### src/pkg/hcs_pkg.sv
// Shared constants and carrier types for the hub strap configuration selector
package hcs_pkg;

    // ************************************************************
    // Widths
    // ************************************************************
    localparam int PORTS = 3;
    localparam int STRAP_W = 13;
    localparam int FEAT_W = 10;

    // ************************************************************
    // Select strap codes, written as {select bit 1, select bit 0}
    // ************************************************************
    localparam logic [1:0] SEL_SELF = 2'h0;
    localparam logic [1:0] SEL_SMB = 2'h1;
    localparam logic [1:0] SEL_BUS = 2'h2;
    localparam logic [1:0] SEL_EEPROM = 2'h3;

    // ************************************************************
    // Reset values and fixed addresses
    // ************************************************************
    localparam logic [STRAP_W-1:0] STRAP_RST = 13'h0000;
    // Internal keeper direction per pin, 1 = pull up
    localparam logic [STRAP_W-1:0] STRAP_PULL_UP = 13'h0000;
    localparam logic [7:0] SMB_END_ADDR = 8'hff;
    localparam logic VSM_ACCEPT_RST = 1'b1;
    localparam logic EC_ENABLE_RST = 1'b0;
    localparam logic RESUME_ENABLE_RST = 1'b0;
    localparam logic PASS_ENABLE_RST = 1'b0;

    // ************************************************************
    // Types
    // ************************************************************
    typedef enum logic [2:0] {
        HCS_M_NONE,
        HCS_M_SELF,
        HCS_M_BUS,
        HCS_M_EEPROM,
        HCS_M_SMB,
        HCS_M_INVALID
    } hcs_method_t;

    typedef enum logic [1:0] {
        HCS_OTP_SINGLE,
        HCS_OTP_DIFF,
        HCS_OTP_REDUNDANT,
        HCS_OTP_DIFF_REDUNDANT
    } hcs_otp_t;

    typedef enum logic [2:0] {
        HCS_VSM_EC_ENABLE,
        HCS_VSM_EC_DISABLE,
        HCS_VSM_RESUME_ENABLE,
        HCS_VSM_RESUME_DISABLE,
        HCS_VSM_HUB_RESET
    } hcs_vsm_t;

    typedef enum logic [2:0] {
        HCS_TW_PASS_ENABLE,
        HCS_TW_PASS_DISABLE,
        HCS_TW_WRITE,
        HCS_TW_READ,
        HCS_TW_START,
        HCS_TW_STOP
    } hcs_tw_t;

    typedef struct packed {
        logic [1:0] cfg_sel;
        logic [1:0] fixed_port_count_strap;
        logic [PORTS-1:0] downstream_charge_enable_strap;
        logic [PORTS-1:0] port_minus_line_disable;
        logic [PORTS-1:0] port_plus_line_disable;
    } hcs_straps_t;

    typedef struct packed {
        logic self_powered;
        logic [PORTS-1:0] fixed_port;
        logic [PORTS-1:0] charge_support;
        logic [PORTS-1:0] port_disable;
    } hcs_feat_t;

endpackage

### src/rtl/hcs_strap_latch.sv
// One-shot capture register for strap levels at reset release
`timescale 1ns/1ps
module hcs_strap_latch #(
    parameter int W = 14
) (
    input wire logic clk,
    input wire logic rst,
    input wire logic [W-1:0] d,
    output logic [W-1:0] q,
    output logic done
);

    // ************************************************************
    // Capture on the first edge after release, then freeze
    // ************************************************************
    // Frozen after capture so later pin driving cannot leak back in
    always_ff @(posedge clk or posedge rst) begin
        if (rst) begin
            q <= '0;
            done <= 1'b0;
        end else begin
            if (!done) begin
                q <= d;
            end
            done <= 1'b1;
        end
    end

endmodule

### src/rtl/hcs_strap_select.sv
// Strap capture, configuration method selection and feature decode
`timescale 1ns/1ps
// Function
// - Method chosen from data line and selects
// - Select 00: straps, OTP, self-powered
// - Select 10: straps, OTP, bus-powered
// - Data high, select 11: EEPROM load
// - Data high, select 01: wait SMBus; low invalid
// - Strap pins undriven while reset held
// - Strap levels captured at reset release
// - Internal keeper on every strap pin
// - Fixed port code marks attached ports
// - Suspend led polarity from fixed code
// - Local power detect uses register setting
// - Charge strap high reports charging support
// - Port off only if both lines high
// - Vendor messages accepted by default
// - OTP over USB single-ended only
// - SMBus config writes only before attach
// - Two-wire commands other than pass enable/disable passed through uninterpreted
module hcs_strap_select #(
    parameter int PORTS = 3
) (
    input wire logic REF_CLK,
    input wire logic RST,
    input hcs_pkg::hcs_straps_t STRAP_PIN_IN,
    output hcs_pkg::hcs_straps_t STRAP_PIN_OUT,
    output logic [hcs_pkg::STRAP_W-1:0] STRAP_PIN_OE,
    output logic [hcs_pkg::STRAP_W-1:0] STRAP_PULL_EN,
    output logic [hcs_pkg::STRAP_W-1:0] STRAP_PULL_UP,
    input wire logic SDA_IN,
    input hcs_pkg::hcs_straps_t FUNC_OUT,
    input wire logic SUSPEND_ACTIVE,
    input wire logic LOCAL_POWER_DETECT,
    input hcs_pkg::hcs_feat_t CFG_REG_FEAT,
    input wire logic EE_LOAD_DONE,
    output hcs_pkg::hcs_method_t CFG_METHOD,
    output logic EE_LOAD_REQ,
    output logic SMB_CFG_WAIT,
    output logic CFG_DONE,
    output logic CFG_INVALID,
    output logic STRAPS_USED,
    output hcs_pkg::hcs_feat_t FEATURES,
    input wire logic HUB_ATTACHED,
    input wire logic SMB_WR_VALID,
    input wire logic [7:0] SMB_WR_ADDR,
    input wire logic [7:0] SMB_WR_DATA,
    output logic CFG_WR_VALID,
    output logic [7:0] CFG_WR_ADDR,
    output logic [7:0] CFG_WR_DATA,
    input wire logic VSM_VALID,
    input hcs_pkg::hcs_vsm_t VSM_CMD,
    input wire logic VSM_BLOCK,
    output logic EC_ENABLE,
    output logic SPECIAL_RESUME,
    output logic HUB_RESET_REQ,
    input wire logic OTP_MODE_SET,
    input wire logic OTP_FROM_USB,
    input hcs_pkg::hcs_otp_t OTP_MODE_REQ,
    output hcs_pkg::hcs_otp_t OTP_MODE,
    input wire logic PT_VALID,
    input hcs_pkg::hcs_tw_t PT_CMD,
    input wire logic [7:0] PT_DATA,
    output logic PT_ENABLED,
    output logic TW_VALID,
    output hcs_pkg::hcs_tw_t TW_CMD,
    output logic [7:0] TW_DATA
);

    // ************************************************************
    // Elaboration check
    // ************************************************************
    // Fixed port code is two bits wide, so only three ports decode
    if (PORTS != hcs_pkg::PORTS) begin : g_bad_ports
        $error("PORTS must match the package port count");
    end

    typedef enum logic [2:0] {
        ST_CAPTURE,
        ST_DECODE,
        ST_EE_LOAD,
        ST_SMB_WAIT,
        ST_READY,
        ST_INVALID
    } hcs_state_t;

    hcs_state_t state_q;
    hcs_state_t state_d;
    hcs_pkg::hcs_method_t method_q;
    hcs_pkg::hcs_method_t method_d;
    hcs_pkg::hcs_straps_t straps_q;
    hcs_pkg::hcs_straps_t pin_d;
    hcs_pkg::hcs_straps_t pin_q;
    hcs_pkg::hcs_feat_t feat_d;
    hcs_pkg::hcs_feat_t feat_q;
    hcs_pkg::hcs_otp_t otp_mode_q;
    hcs_pkg::hcs_tw_t tw_cmd_q;
    logic sda_q;
    logic latched;
    logic [PORTS-1:0] strap_fixed;
    logic [PORTS-1:0] strap_disable;
    logic use_straps;
    logic led_level;
    logic cfg_wr_ok;
    logic smb_end;
    logic vsm_take;
    logic pt_fwd;
    logic cfg_wr_q;
    logic [7:0] cfg_addr_q;
    logic [7:0] cfg_data_q;
    logic ec_q;
    logic resume_q;
    logic hub_reset_q;
    logic pt_en_q;
    logic tw_valid_q;
    logic [7:0] tw_data_q;

    // ************************************************************
    // Strap capture
    // ************************************************************
    hcs_strap_latch #(
        .W(hcs_pkg::STRAP_W + 1)
    ) u_latch (
        .clk(REF_CLK),
        .rst(RST),
        .d({SDA_IN, STRAP_PIN_IN}),
        .q({sda_q, straps_q}),
        .done(latched)
    );

    // Pins float until captured, then carry their normal function
    assign STRAP_PIN_OE = {hcs_pkg::STRAP_W{latched}};
    // Keeper only while undriven, so it never fights our own output
    assign STRAP_PULL_EN = ~STRAP_PIN_OE;
    assign STRAP_PULL_UP = hcs_pkg::STRAP_PULL_UP;

    // ************************************************************
    // Method decode
    // ************************************************************
    assign method_d = (straps_q.cfg_sel == hcs_pkg::SEL_SELF) ? hcs_pkg::HCS_M_SELF :
        (straps_q.cfg_sel == hcs_pkg::SEL_BUS) ? hcs_pkg::HCS_M_BUS :
        !sda_q ? hcs_pkg::HCS_M_INVALID :
        (straps_q.cfg_sel == hcs_pkg::SEL_EEPROM) ? hcs_pkg::HCS_M_EEPROM :
        hcs_pkg::HCS_M_SMB;

    assign cfg_wr_ok = SMB_WR_VALID && !HUB_ATTACHED;
    assign smb_end = cfg_wr_ok && (SMB_WR_ADDR == hcs_pkg::SMB_END_ADDR);

    always_comb begin
        state_d = state_q;
        unique case (state_q)
            ST_CAPTURE: begin
                if (latched) begin
                    state_d = ST_DECODE;
                end
            end
            ST_DECODE: begin
                unique case (method_d)
                    hcs_pkg::HCS_M_EEPROM: state_d = ST_EE_LOAD;
                    hcs_pkg::HCS_M_SMB: state_d = ST_SMB_WAIT;
                    hcs_pkg::HCS_M_INVALID: state_d = ST_INVALID;
                    default: state_d = ST_READY;
                endcase
            end
            ST_EE_LOAD: begin
                if (EE_LOAD_DONE) begin
                    state_d = ST_READY;
                end
            end
            ST_SMB_WAIT: begin
                // No timeout: the master decides when setup is over
                if (smb_end) begin
                    state_d = ST_READY;
                end
            end
            ST_READY: state_d = ST_READY;
            ST_INVALID: state_d = ST_INVALID;
        endcase
    end

    always_ff @(posedge REF_CLK or posedge RST) begin
        if (RST) begin
            state_q <= ST_CAPTURE;
            method_q <= hcs_pkg::HCS_M_NONE;
        end else begin
            state_q <= state_d;
            if (state_q == ST_DECODE) begin
                method_q <= method_d;
            end
        end
    end

    assign CFG_METHOD = method_q;
    assign EE_LOAD_REQ = (state_q == ST_EE_LOAD);
    assign SMB_CFG_WAIT = (state_q == ST_SMB_WAIT);
    assign CFG_DONE = (state_q == ST_READY);
    assign CFG_INVALID = (state_q == ST_INVALID);

    // ************************************************************
    // Feature decode
    // ************************************************************
    // EEPROM and SMBus setups take all features from the register, not the straps
    assign use_straps = (method_q == hcs_pkg::HCS_M_SELF) ||
        (method_q == hcs_pkg::HCS_M_BUS);
    assign STRAPS_USED = use_straps;

    for (genvar i = 0; i < PORTS; i++) begin : g_port
        assign strap_fixed[i] = straps_q.fixed_port_count_strap > 2'(i);
        assign strap_disable[i] = straps_q.port_minus_line_disable[i] &
            straps_q.port_plus_line_disable[i];
    end

    assign feat_d = '{
        self_powered: use_straps ? (method_q == hcs_pkg::HCS_M_SELF) :
            CFG_REG_FEAT.self_powered,
        fixed_port: (use_straps && !LOCAL_POWER_DETECT) ? strap_fixed :
            CFG_REG_FEAT.fixed_port,
        charge_support: use_straps ? straps_q.downstream_charge_enable_strap :
            CFG_REG_FEAT.charge_support,
        port_disable: use_straps ? strap_disable : CFG_REG_FEAT.port_disable
    };

    always_ff @(posedge REF_CLK or posedge RST) begin
        if (RST) begin
            feat_q <= '0;
        end else if (state_q == ST_READY) begin
            feat_q <= feat_d;
        end
    end

    assign FEATURES = feat_q;

    // ************************************************************
    // Pin outputs in normal operation
    // ************************************************************
    // Odd fixed codes mean the lamp is wired active low
    assign led_level = SUSPEND_ACTIVE ^ straps_q.fixed_port_count_strap[0];
    assign pin_d = '{
        cfg_sel: FUNC_OUT.cfg_sel,
        fixed_port_count_strap: {FUNC_OUT.fixed_port_count_strap[1], led_level},
        downstream_charge_enable_strap: FUNC_OUT.downstream_charge_enable_strap,
        port_minus_line_disable: FUNC_OUT.port_minus_line_disable,
        port_plus_line_disable: FUNC_OUT.port_plus_line_disable
    };

    always_ff @(posedge REF_CLK or posedge RST) begin
        if (RST) begin
            pin_q <= hcs_pkg::STRAP_RST;
        end else begin
            pin_q <= pin_d;
        end
    end

    assign STRAP_PIN_OUT = pin_q;

    // ************************************************************
    // SMBus configuration writes
    // ************************************************************
    always_ff @(posedge REF_CLK or posedge RST) begin
        if (RST) begin
            cfg_wr_q <= 1'b0;
            cfg_addr_q <= 8'h00;
            cfg_data_q <= 8'h00;
        end else begin
            cfg_wr_q <= cfg_wr_ok;
            if (cfg_wr_ok) begin
                cfg_addr_q <= SMB_WR_ADDR;
                cfg_data_q <= SMB_WR_DATA;
            end
        end
    end

    assign CFG_WR_VALID = cfg_wr_q;
    assign CFG_WR_ADDR = cfg_addr_q;
    assign CFG_WR_DATA = cfg_data_q;

    // ************************************************************
    // Vendor messages and OTP mode
    // ************************************************************
    assign vsm_take = VSM_VALID && !VSM_BLOCK;

    always_ff @(posedge REF_CLK or posedge RST) begin
        if (RST) begin
            ec_q <= hcs_pkg::EC_ENABLE_RST;
            resume_q <= hcs_pkg::RESUME_ENABLE_RST;
            hub_reset_q <= 1'b0;
        end else begin
            hub_reset_q <= vsm_take && (VSM_CMD == hcs_pkg::HCS_VSM_HUB_RESET);
            if (vsm_take) begin
                unique case (VSM_CMD)
                    hcs_pkg::HCS_VSM_EC_ENABLE: ec_q <= 1'b1;
                    hcs_pkg::HCS_VSM_EC_DISABLE: ec_q <= 1'b0;
                    hcs_pkg::HCS_VSM_RESUME_ENABLE: resume_q <= 1'b1;
                    hcs_pkg::HCS_VSM_RESUME_DISABLE: resume_q <= 1'b0;
                    default: ;
                endcase
            end
        end
    end

    assign EC_ENABLE = ec_q;
    assign SPECIAL_RESUME = resume_q;
    assign HUB_RESET_REQ = hub_reset_q;

    // The USB path has no way to select the robust modes
    always_ff @(posedge REF_CLK or posedge RST) begin
        if (RST) begin
            otp_mode_q <= hcs_pkg::HCS_OTP_SINGLE;
        end else if (OTP_MODE_SET) begin
            otp_mode_q <= OTP_FROM_USB ? hcs_pkg::HCS_OTP_SINGLE : OTP_MODE_REQ;
        end
    end

    assign OTP_MODE = otp_mode_q;

    // ************************************************************
    // Two-wire passthrough
    // ************************************************************
    assign pt_fwd = PT_VALID && pt_en_q && (PT_CMD != hcs_pkg::HCS_TW_PASS_ENABLE) &&
        (PT_CMD != hcs_pkg::HCS_TW_PASS_DISABLE);

    always_ff @(posedge REF_CLK or posedge RST) begin
        if (RST) begin
            pt_en_q <= hcs_pkg::PASS_ENABLE_RST;
            tw_valid_q <= 1'b0;
            tw_cmd_q <= hcs_pkg::HCS_TW_STOP;
            tw_data_q <= 8'h00;
        end else begin
            if (PT_VALID && (PT_CMD == hcs_pkg::HCS_TW_PASS_ENABLE)) begin
                pt_en_q <= 1'b1;
            end else if (PT_VALID && (PT_CMD == hcs_pkg::HCS_TW_PASS_DISABLE)) begin
                pt_en_q <= 1'b0;
            end
            tw_valid_q <= pt_fwd;
            if (pt_fwd) begin
                tw_cmd_q <= PT_CMD;
                tw_data_q <= PT_DATA;
            end
        end
    end

    assign PT_ENABLED = pt_en_q;
    assign TW_VALID = tw_valid_q;
    assign TW_CMD = tw_cmd_q;
    assign TW_DATA = tw_data_q;

    // ************************************************************
    // Assertions
    // ************************************************************
    property p_pins_float;
        @(posedge REF_CLK) disable iff (RST)
        !latched |-> (STRAP_PIN_OE == '0) && (STRAP_PULL_EN == '1);
    endproperty
    a_pins_float: assert property (p_pins_float)
        else $error("strap pins driven before capture");

    property p_straps_frozen;
        @(posedge REF_CLK) disable iff (RST)
        latched ##1 latched |-> $stable(straps_q) && $stable(sda_q);
    endproperty
    a_straps_frozen: assert property (p_straps_frozen)
        else $error("captured straps changed");

    property p_self_route;
        @(posedge REF_CLK) disable iff (RST)
        (state_q == ST_DECODE) && (straps_q.cfg_sel == hcs_pkg::SEL_SELF) |=>
            (method_q == hcs_pkg::HCS_M_SELF) && CFG_DONE ##1 FEATURES.self_powered;
    endproperty
    a_self_route: assert property (p_self_route)
        else $error("self-powered select not honoured");

    property p_bus_route;
        @(posedge REF_CLK) disable iff (RST)
        (state_q == ST_DECODE) && (straps_q.cfg_sel == hcs_pkg::SEL_BUS) |=>
            CFG_DONE ##1 !FEATURES.self_powered && STRAPS_USED;
    endproperty
    a_bus_route: assert property (p_bus_route)
        else $error("bus-powered select not honoured");

    property p_eeprom_route;
        @(posedge REF_CLK) disable iff (RST)
        (state_q == ST_DECODE) && sda_q && (straps_q.cfg_sel == hcs_pkg::SEL_EEPROM) |=>
            EE_LOAD_REQ && !STRAPS_USED && !SMB_CFG_WAIT;
    endproperty
    a_eeprom_route: assert property (p_eeprom_route)
        else $error("eeprom select not honoured");

    property p_smb_route;
        @(posedge REF_CLK) disable iff (RST)
        (state_q == ST_DECODE) && (straps_q.cfg_sel == hcs_pkg::SEL_SMB) |=>
            (sda_q ? SMB_CFG_WAIT : CFG_INVALID) && !STRAPS_USED;
    endproperty
    a_smb_route: assert property (p_smb_route)
        else $error("smbus select not honoured");

    property p_attach_blocks;
        @(posedge REF_CLK) disable iff (RST)
        SMB_WR_VALID && HUB_ATTACHED |=> !CFG_WR_VALID;
    endproperty
    a_attach_blocks: assert property (p_attach_blocks)
        else $error("config write passed after attach");

    property p_led_polarity;
        @(posedge REF_CLK) disable iff (RST)
        latched |=> STRAP_PIN_OUT.fixed_port_count_strap[0] ==
            ($past(SUSPEND_ACTIVE) ^ straps_q.fixed_port_count_strap[0]);
    endproperty
    a_led_polarity: assert property (p_led_polarity)
        else $error("suspend led polarity wrong");

    property p_usb_otp;
        @(posedge REF_CLK) disable iff (RST)
        OTP_MODE_SET && OTP_FROM_USB |=> OTP_MODE == hcs_pkg::HCS_OTP_SINGLE;
    endproperty
    a_usb_otp: assert property (p_usb_otp)
        else $error("usb otp mode not single-ended");

    property p_pass_data;
        @(posedge REF_CLK) disable iff (RST)
        PT_VALID && pt_en_q && (PT_CMD == hcs_pkg::HCS_TW_WRITE) |=>
            TW_VALID && (TW_DATA == $past(PT_DATA)) && (TW_CMD == hcs_pkg::HCS_TW_WRITE);
    endproperty
    a_pass_data: assert property (p_pass_data)
        else $error("passthrough write lost");

    property p_vsm_reset;
        @(posedge REF_CLK) disable iff (RST)
        VSM_VALID && !VSM_BLOCK && (VSM_CMD == hcs_pkg::HCS_VSM_HUB_RESET) |=>
            HUB_RESET_REQ ##1 !HUB_RESET_REQ || $past(VSM_VALID);
    endproperty
    a_vsm_reset: assert property (p_vsm_reset)
        else $error("hub reset message not taken");

    property p_fixed_decode;
        @(posedge REF_CLK) disable iff (RST)
        CFG_DONE && STRAPS_USED && !LOCAL_POWER_DETECT |=>
            FEATURES.fixed_port[0] == (straps_q.fixed_port_count_strap != 2'h0);
    endproperty
    a_fixed_decode: assert property (p_fixed_decode)
        else $error("fixed port decode wrong");

endmodule

### config.mk
export PLATFORM = sky130hd
export DESIGN_NAME = hcs_strap_select
export DESIGN_NICKNAME = d
export VERILOG_FILES = /design/src/pkg/hcs_pkg.sv /design/src/rtl/hcs_strap_latch.sv /design/src/rtl/hcs_strap_select.sv
export SDC_FILE = /design/constraint.sdc
export NUM_CORES = 1
export LEC_CHECK = 0
export ABC_AREA = 1
export BUFFER_PORTS_ARGS = -buffer_cell sky130_fd_sc_hd__buf_2
export CAP_MARGIN = 10
export CORE_MARGIN = 2
export CORE_UTILIZATION = 45
export CTS_CLUSTER_SIZE = 12
export DETAILED_ROUTE_END_ITERATION = 6
export PLACE_DENSITY = 0.9
export RECOVER_POWER = 50
export SETUP_SLACK_MARGIN = 0.02
export SLEW_MARGIN = 10
export SYNTH_ARGS = -nofsm -noshare
export SYNTH_HDL_FRONTEND = slang
export SYNTH_HIERARCHICAL = 1
export SYNTH_SLANG_ARGS = --single-unit
export TNS_END_PERCENT = 30
### constraint.sdc
create_clock -name REF_CLK -period 1.9 [get_ports REF_CLK]
set_input_delay 0 -clock REF_CLK [delete_from_list [all_inputs] [get_ports REF_CLK]]
set_output_delay 0 -clock REF_CLK [all_outputs]
set_load 0.02 [all_outputs]
==> impl_results.md <==
* Overall Global Routing Usage at between 20% and 30%
* Setup TNS at 0 ps
* Total wire length at a little over 10 mm
* TritonCTS buffer count at 9
* Sw frac at between 30 and 40%
* Crit path kind: in -> reg
* CTS sink count at around 80
* GPL Wtd Cong at about 0.8
* Die area at between 8000 and 9000 um^2
* Largest net degree at the start of global routing at 38
* Worst VDD drop at 0.000654 V
* FFs w/ async S/R, synth at 100%
* Initial antenna violation count at 0
* Layout cell share with drive strength beyond 1 at between 20% and 30%
* Final setup fails at 0
* Clk slew on worst S/H paths at roughly 80 ps
* DRC errors left at 0
* Syn avg cell area at roughly 9.0 um^2
* Final nets at between 700 and 800
* Total grt overflow at 0
* Rel. slew slack at 29.6%
* Vias in the first global route at about 3500
* Placed Area at 4190 um^2
* Lkg Pwr at ~2.7 nW
* CP Data Required Time at approximately 2200 ps
* Critical path launch point type: input port
* CTS tree: built
* Slew at the pin closest to its max-slew limit at roughly 1100 ps
* Routed vias/inst at roughly 4.7
* WL/cell at roughly 14 um
* Mapped Cells at between 300 and 400
* Cell Area, Synth at 3490 um^2
* Outcome: completed
* Warnings, synthesis at 6
* Synth cell types at 29
* CTS max path bufs at 2
* Root Driver: clkbuf_8
* Reg power frac at roughly two fifths
* Detailed Routing Iterations Pass 1 at 4
* Total setup buffers inserted after CTS at 0
* I/O Pins at 186
* Crit Path Max Fanout at 2
* Min-delay worst type: in -> reg
* Final hold violation count at 0
* DRT iter0 DRCs at about 190
* Worst-skew pair later-pin latency at 350 ps
* Synth Register Bits at 79
* Setup Skew at between 10 and 15 ps
* Switching power at around 0.0023 W
* Starting Density at 45.8%
* Layout area overhead at 50.5%
* Fin crit share at between 90% and 100%
* WP data arrival at approximately 2100 ps
* First-pass GRT wire length at roughly 16 mm
* Yosys top cell by area: dfrtp_1
* DP HPWL at between 6 and 7 mm
* Fillers at slightly below 600
* Vias at ~3400
* Clock share of power at between 20% and 30%
* Chip width at slightly above 90 um
* Total Power at approximately 0.0059 W
* Number of synthesized flops with an enable pin at 0
* Top cell type's share of synthesized area at 55.3%
* Post-synthesis sequential area ratio at 56.8%
* Achievable frequency at 0.539 GHz
* Min Tclk post-route at roughly 1900 ps
* Port buffer count at 171
* H-tree levels at 3
* Ys flop type: dfrtp_1
* Logic pwr share at about 36%
* Core area at between 7000 and 8000 um^2
* Top cells by area, synth: dfrtp_1 55%, nand2_1 17%, buf_4 8.6%
* DRT antenna net count at 0
* Max Slew Vio Count at 0
* PwrDens at around 1100 nW/um^2
* RSZ-0062 raised after global routing: no
* Internal Power at roughly 0.0036 W
* Max Cap Viol at 0
* Height of the die at between 90 and 100 um
* Number of cell rows at 32
* Endpoint class of the critical path: flop
* Post-route cell area at around 5200 um^2
-- cell usage after synthesis, types with 4 or more instances --
cell type,count
dfrtp_1,77
inv_2,7
o21ai_2,8
inv_1,22
nand2_2,5
nor2_1,11
nand3_2,4
o21ai_0,9
nand3_1,9
a21oi_1,8
nand2_1,161
buf_4,40
-- layout make-up --
| type | count | area (um^2) | area share, % |
|---|---|---|---|
| clock inverters | 5 | 106 | 2.03 |
| clock buffers | 10 | 138 | 2.62 |
| diodes | 1 | 2.50 | 0.0477 |
| repair buffers | 261 | 1690 | 32.2 |
| multi-input cells | 246 | 1100 | 20.9 |
| well taps | 102 | 128 | 2.43 |
| inverters | 29 | 109 | 2.07 |
| flip-flops and latches | 79 | 1980 | 37.7 |
-- sequential cells by signal, summed over array words and instances (netlist names), 2 cells and up --
signal and cells:
STRAP_PIN_OUT 13, FEATURES 10, TW_CMD 3, CFG_METHOD 3
CFG_WR_ADDR 8, u_latch/q 14, state_q 3, OTP_MODE 2
CFG_WR_DATA 8, TW_DATA 8
-- placed cells by master, fill, tap and decap left out, drive strengths merged --
cell / synthesis / routed
buf: 46 / 112
clkbuf: 0 / 71
nor4: 1 / 1
xor2: 1 / 1
dfrtp: 77 / 77
inv: 29 / 29
dlygate4sd3: 0 / 88
nand2: 166 / 166
o31ai: 1 / 1
o22ai: 1 / 1
a31oi: 1 / 1
dfstp: 2 / 2
o21ai: 20 / 20
clkinvlp: 0 / 1
nor2: 15 / 15
or2: 1 / 1
clkinv: 0 / 1
bufinv: 0 / 3
diode: 0 / 1
a21oi: 8 / 8
nor3: 1 / 1
o211ai: 1 / 1
conb: 2 / 14
nand3: 13 / 13
nand3b: 1 / 1
nand4: 1 / 1
-- logic make-up after synthesis --
group	synth area share (%)
other	0.215
flip-flops	56.8
buffers and inverters	13.1
XOR/XNOR	0.251
AO/OA/AOI/OAI	5.85
AND/OR/NAND/NOR	23.8
-- power groups by stage --
stage	clock network, W	registers [W]	logic [W]
after floorplan	0	0.00263	0.00113
after global placement	0	0.00228	0.00197
after detailed placement	0	0.00230	0.00204
after CTS	0.00152	0.00227	0.00219
after global routing	0.00160	0.00233	0.00233
final	0.00151	0.00229	0.00213
-- routing by layer --
metal,vias up,GRT usage [%],share of wire (%)
met3,31,6.74,8.0
met4,0,11.9,3.4
met5,-,0,0
met1,1604,27.1,37
met2,174,43.9,51
li1,1619,-,-
-- critical path, cell delays in order --
cell           delay [ps]
dlygate4sd3_1         530
buf_2                 130
nor2_2                120
nand3_1               100
dlygate4sd3_1         570
o21ai_1               120
dlygate4sd3_1         560
-- metrics by stage --
step | util [%] | cells | hold slack (ps) | worst slack [ps]
after floorplan | - | 400 | -98.5 | 305
after global placement | 55.1 | 629 | 78.2 | 614
after detailed placement | 55.1 | 629 | 92.7 | 544
after CTS | 69.9 | 732 | 42.3 | 73.0
after global routing | 68.9 | 732 | 89.1 | 25.6
final | 69.0 | 733 | 58.6 | 46.2
-- repair_timing --
item                                    in CTS  in global routing
endpoints found under the setup margin       0                  1
hold buffers                                88                  0
resized for setup                            0                  2
endpoints found under the hold margin      112                  0
-- path summary, 6_finish.rpt --
check / startpoint / to / slack [ps] / depth (start not counted)
worst min register to register: TW_CMD[0] / TW_CMD[0] / 470 / 2
max in group asynchronous: RST / CFG_METHOD[0] / 670 / 4
worst min-delay path: LOCAL_POWER_DETECT / FEATURES[7] / 60 / 6
worst max-delay path: VSM_BLOCK / EC_ENABLE / 50 / 7
worst max register to register: CFG_METHOD[1] / FEATURES[8] / 510 / 8
min in group asynchronous: RST / u_latch/q[4] / 260 / 3
Power figures use the tool's default switching activity.
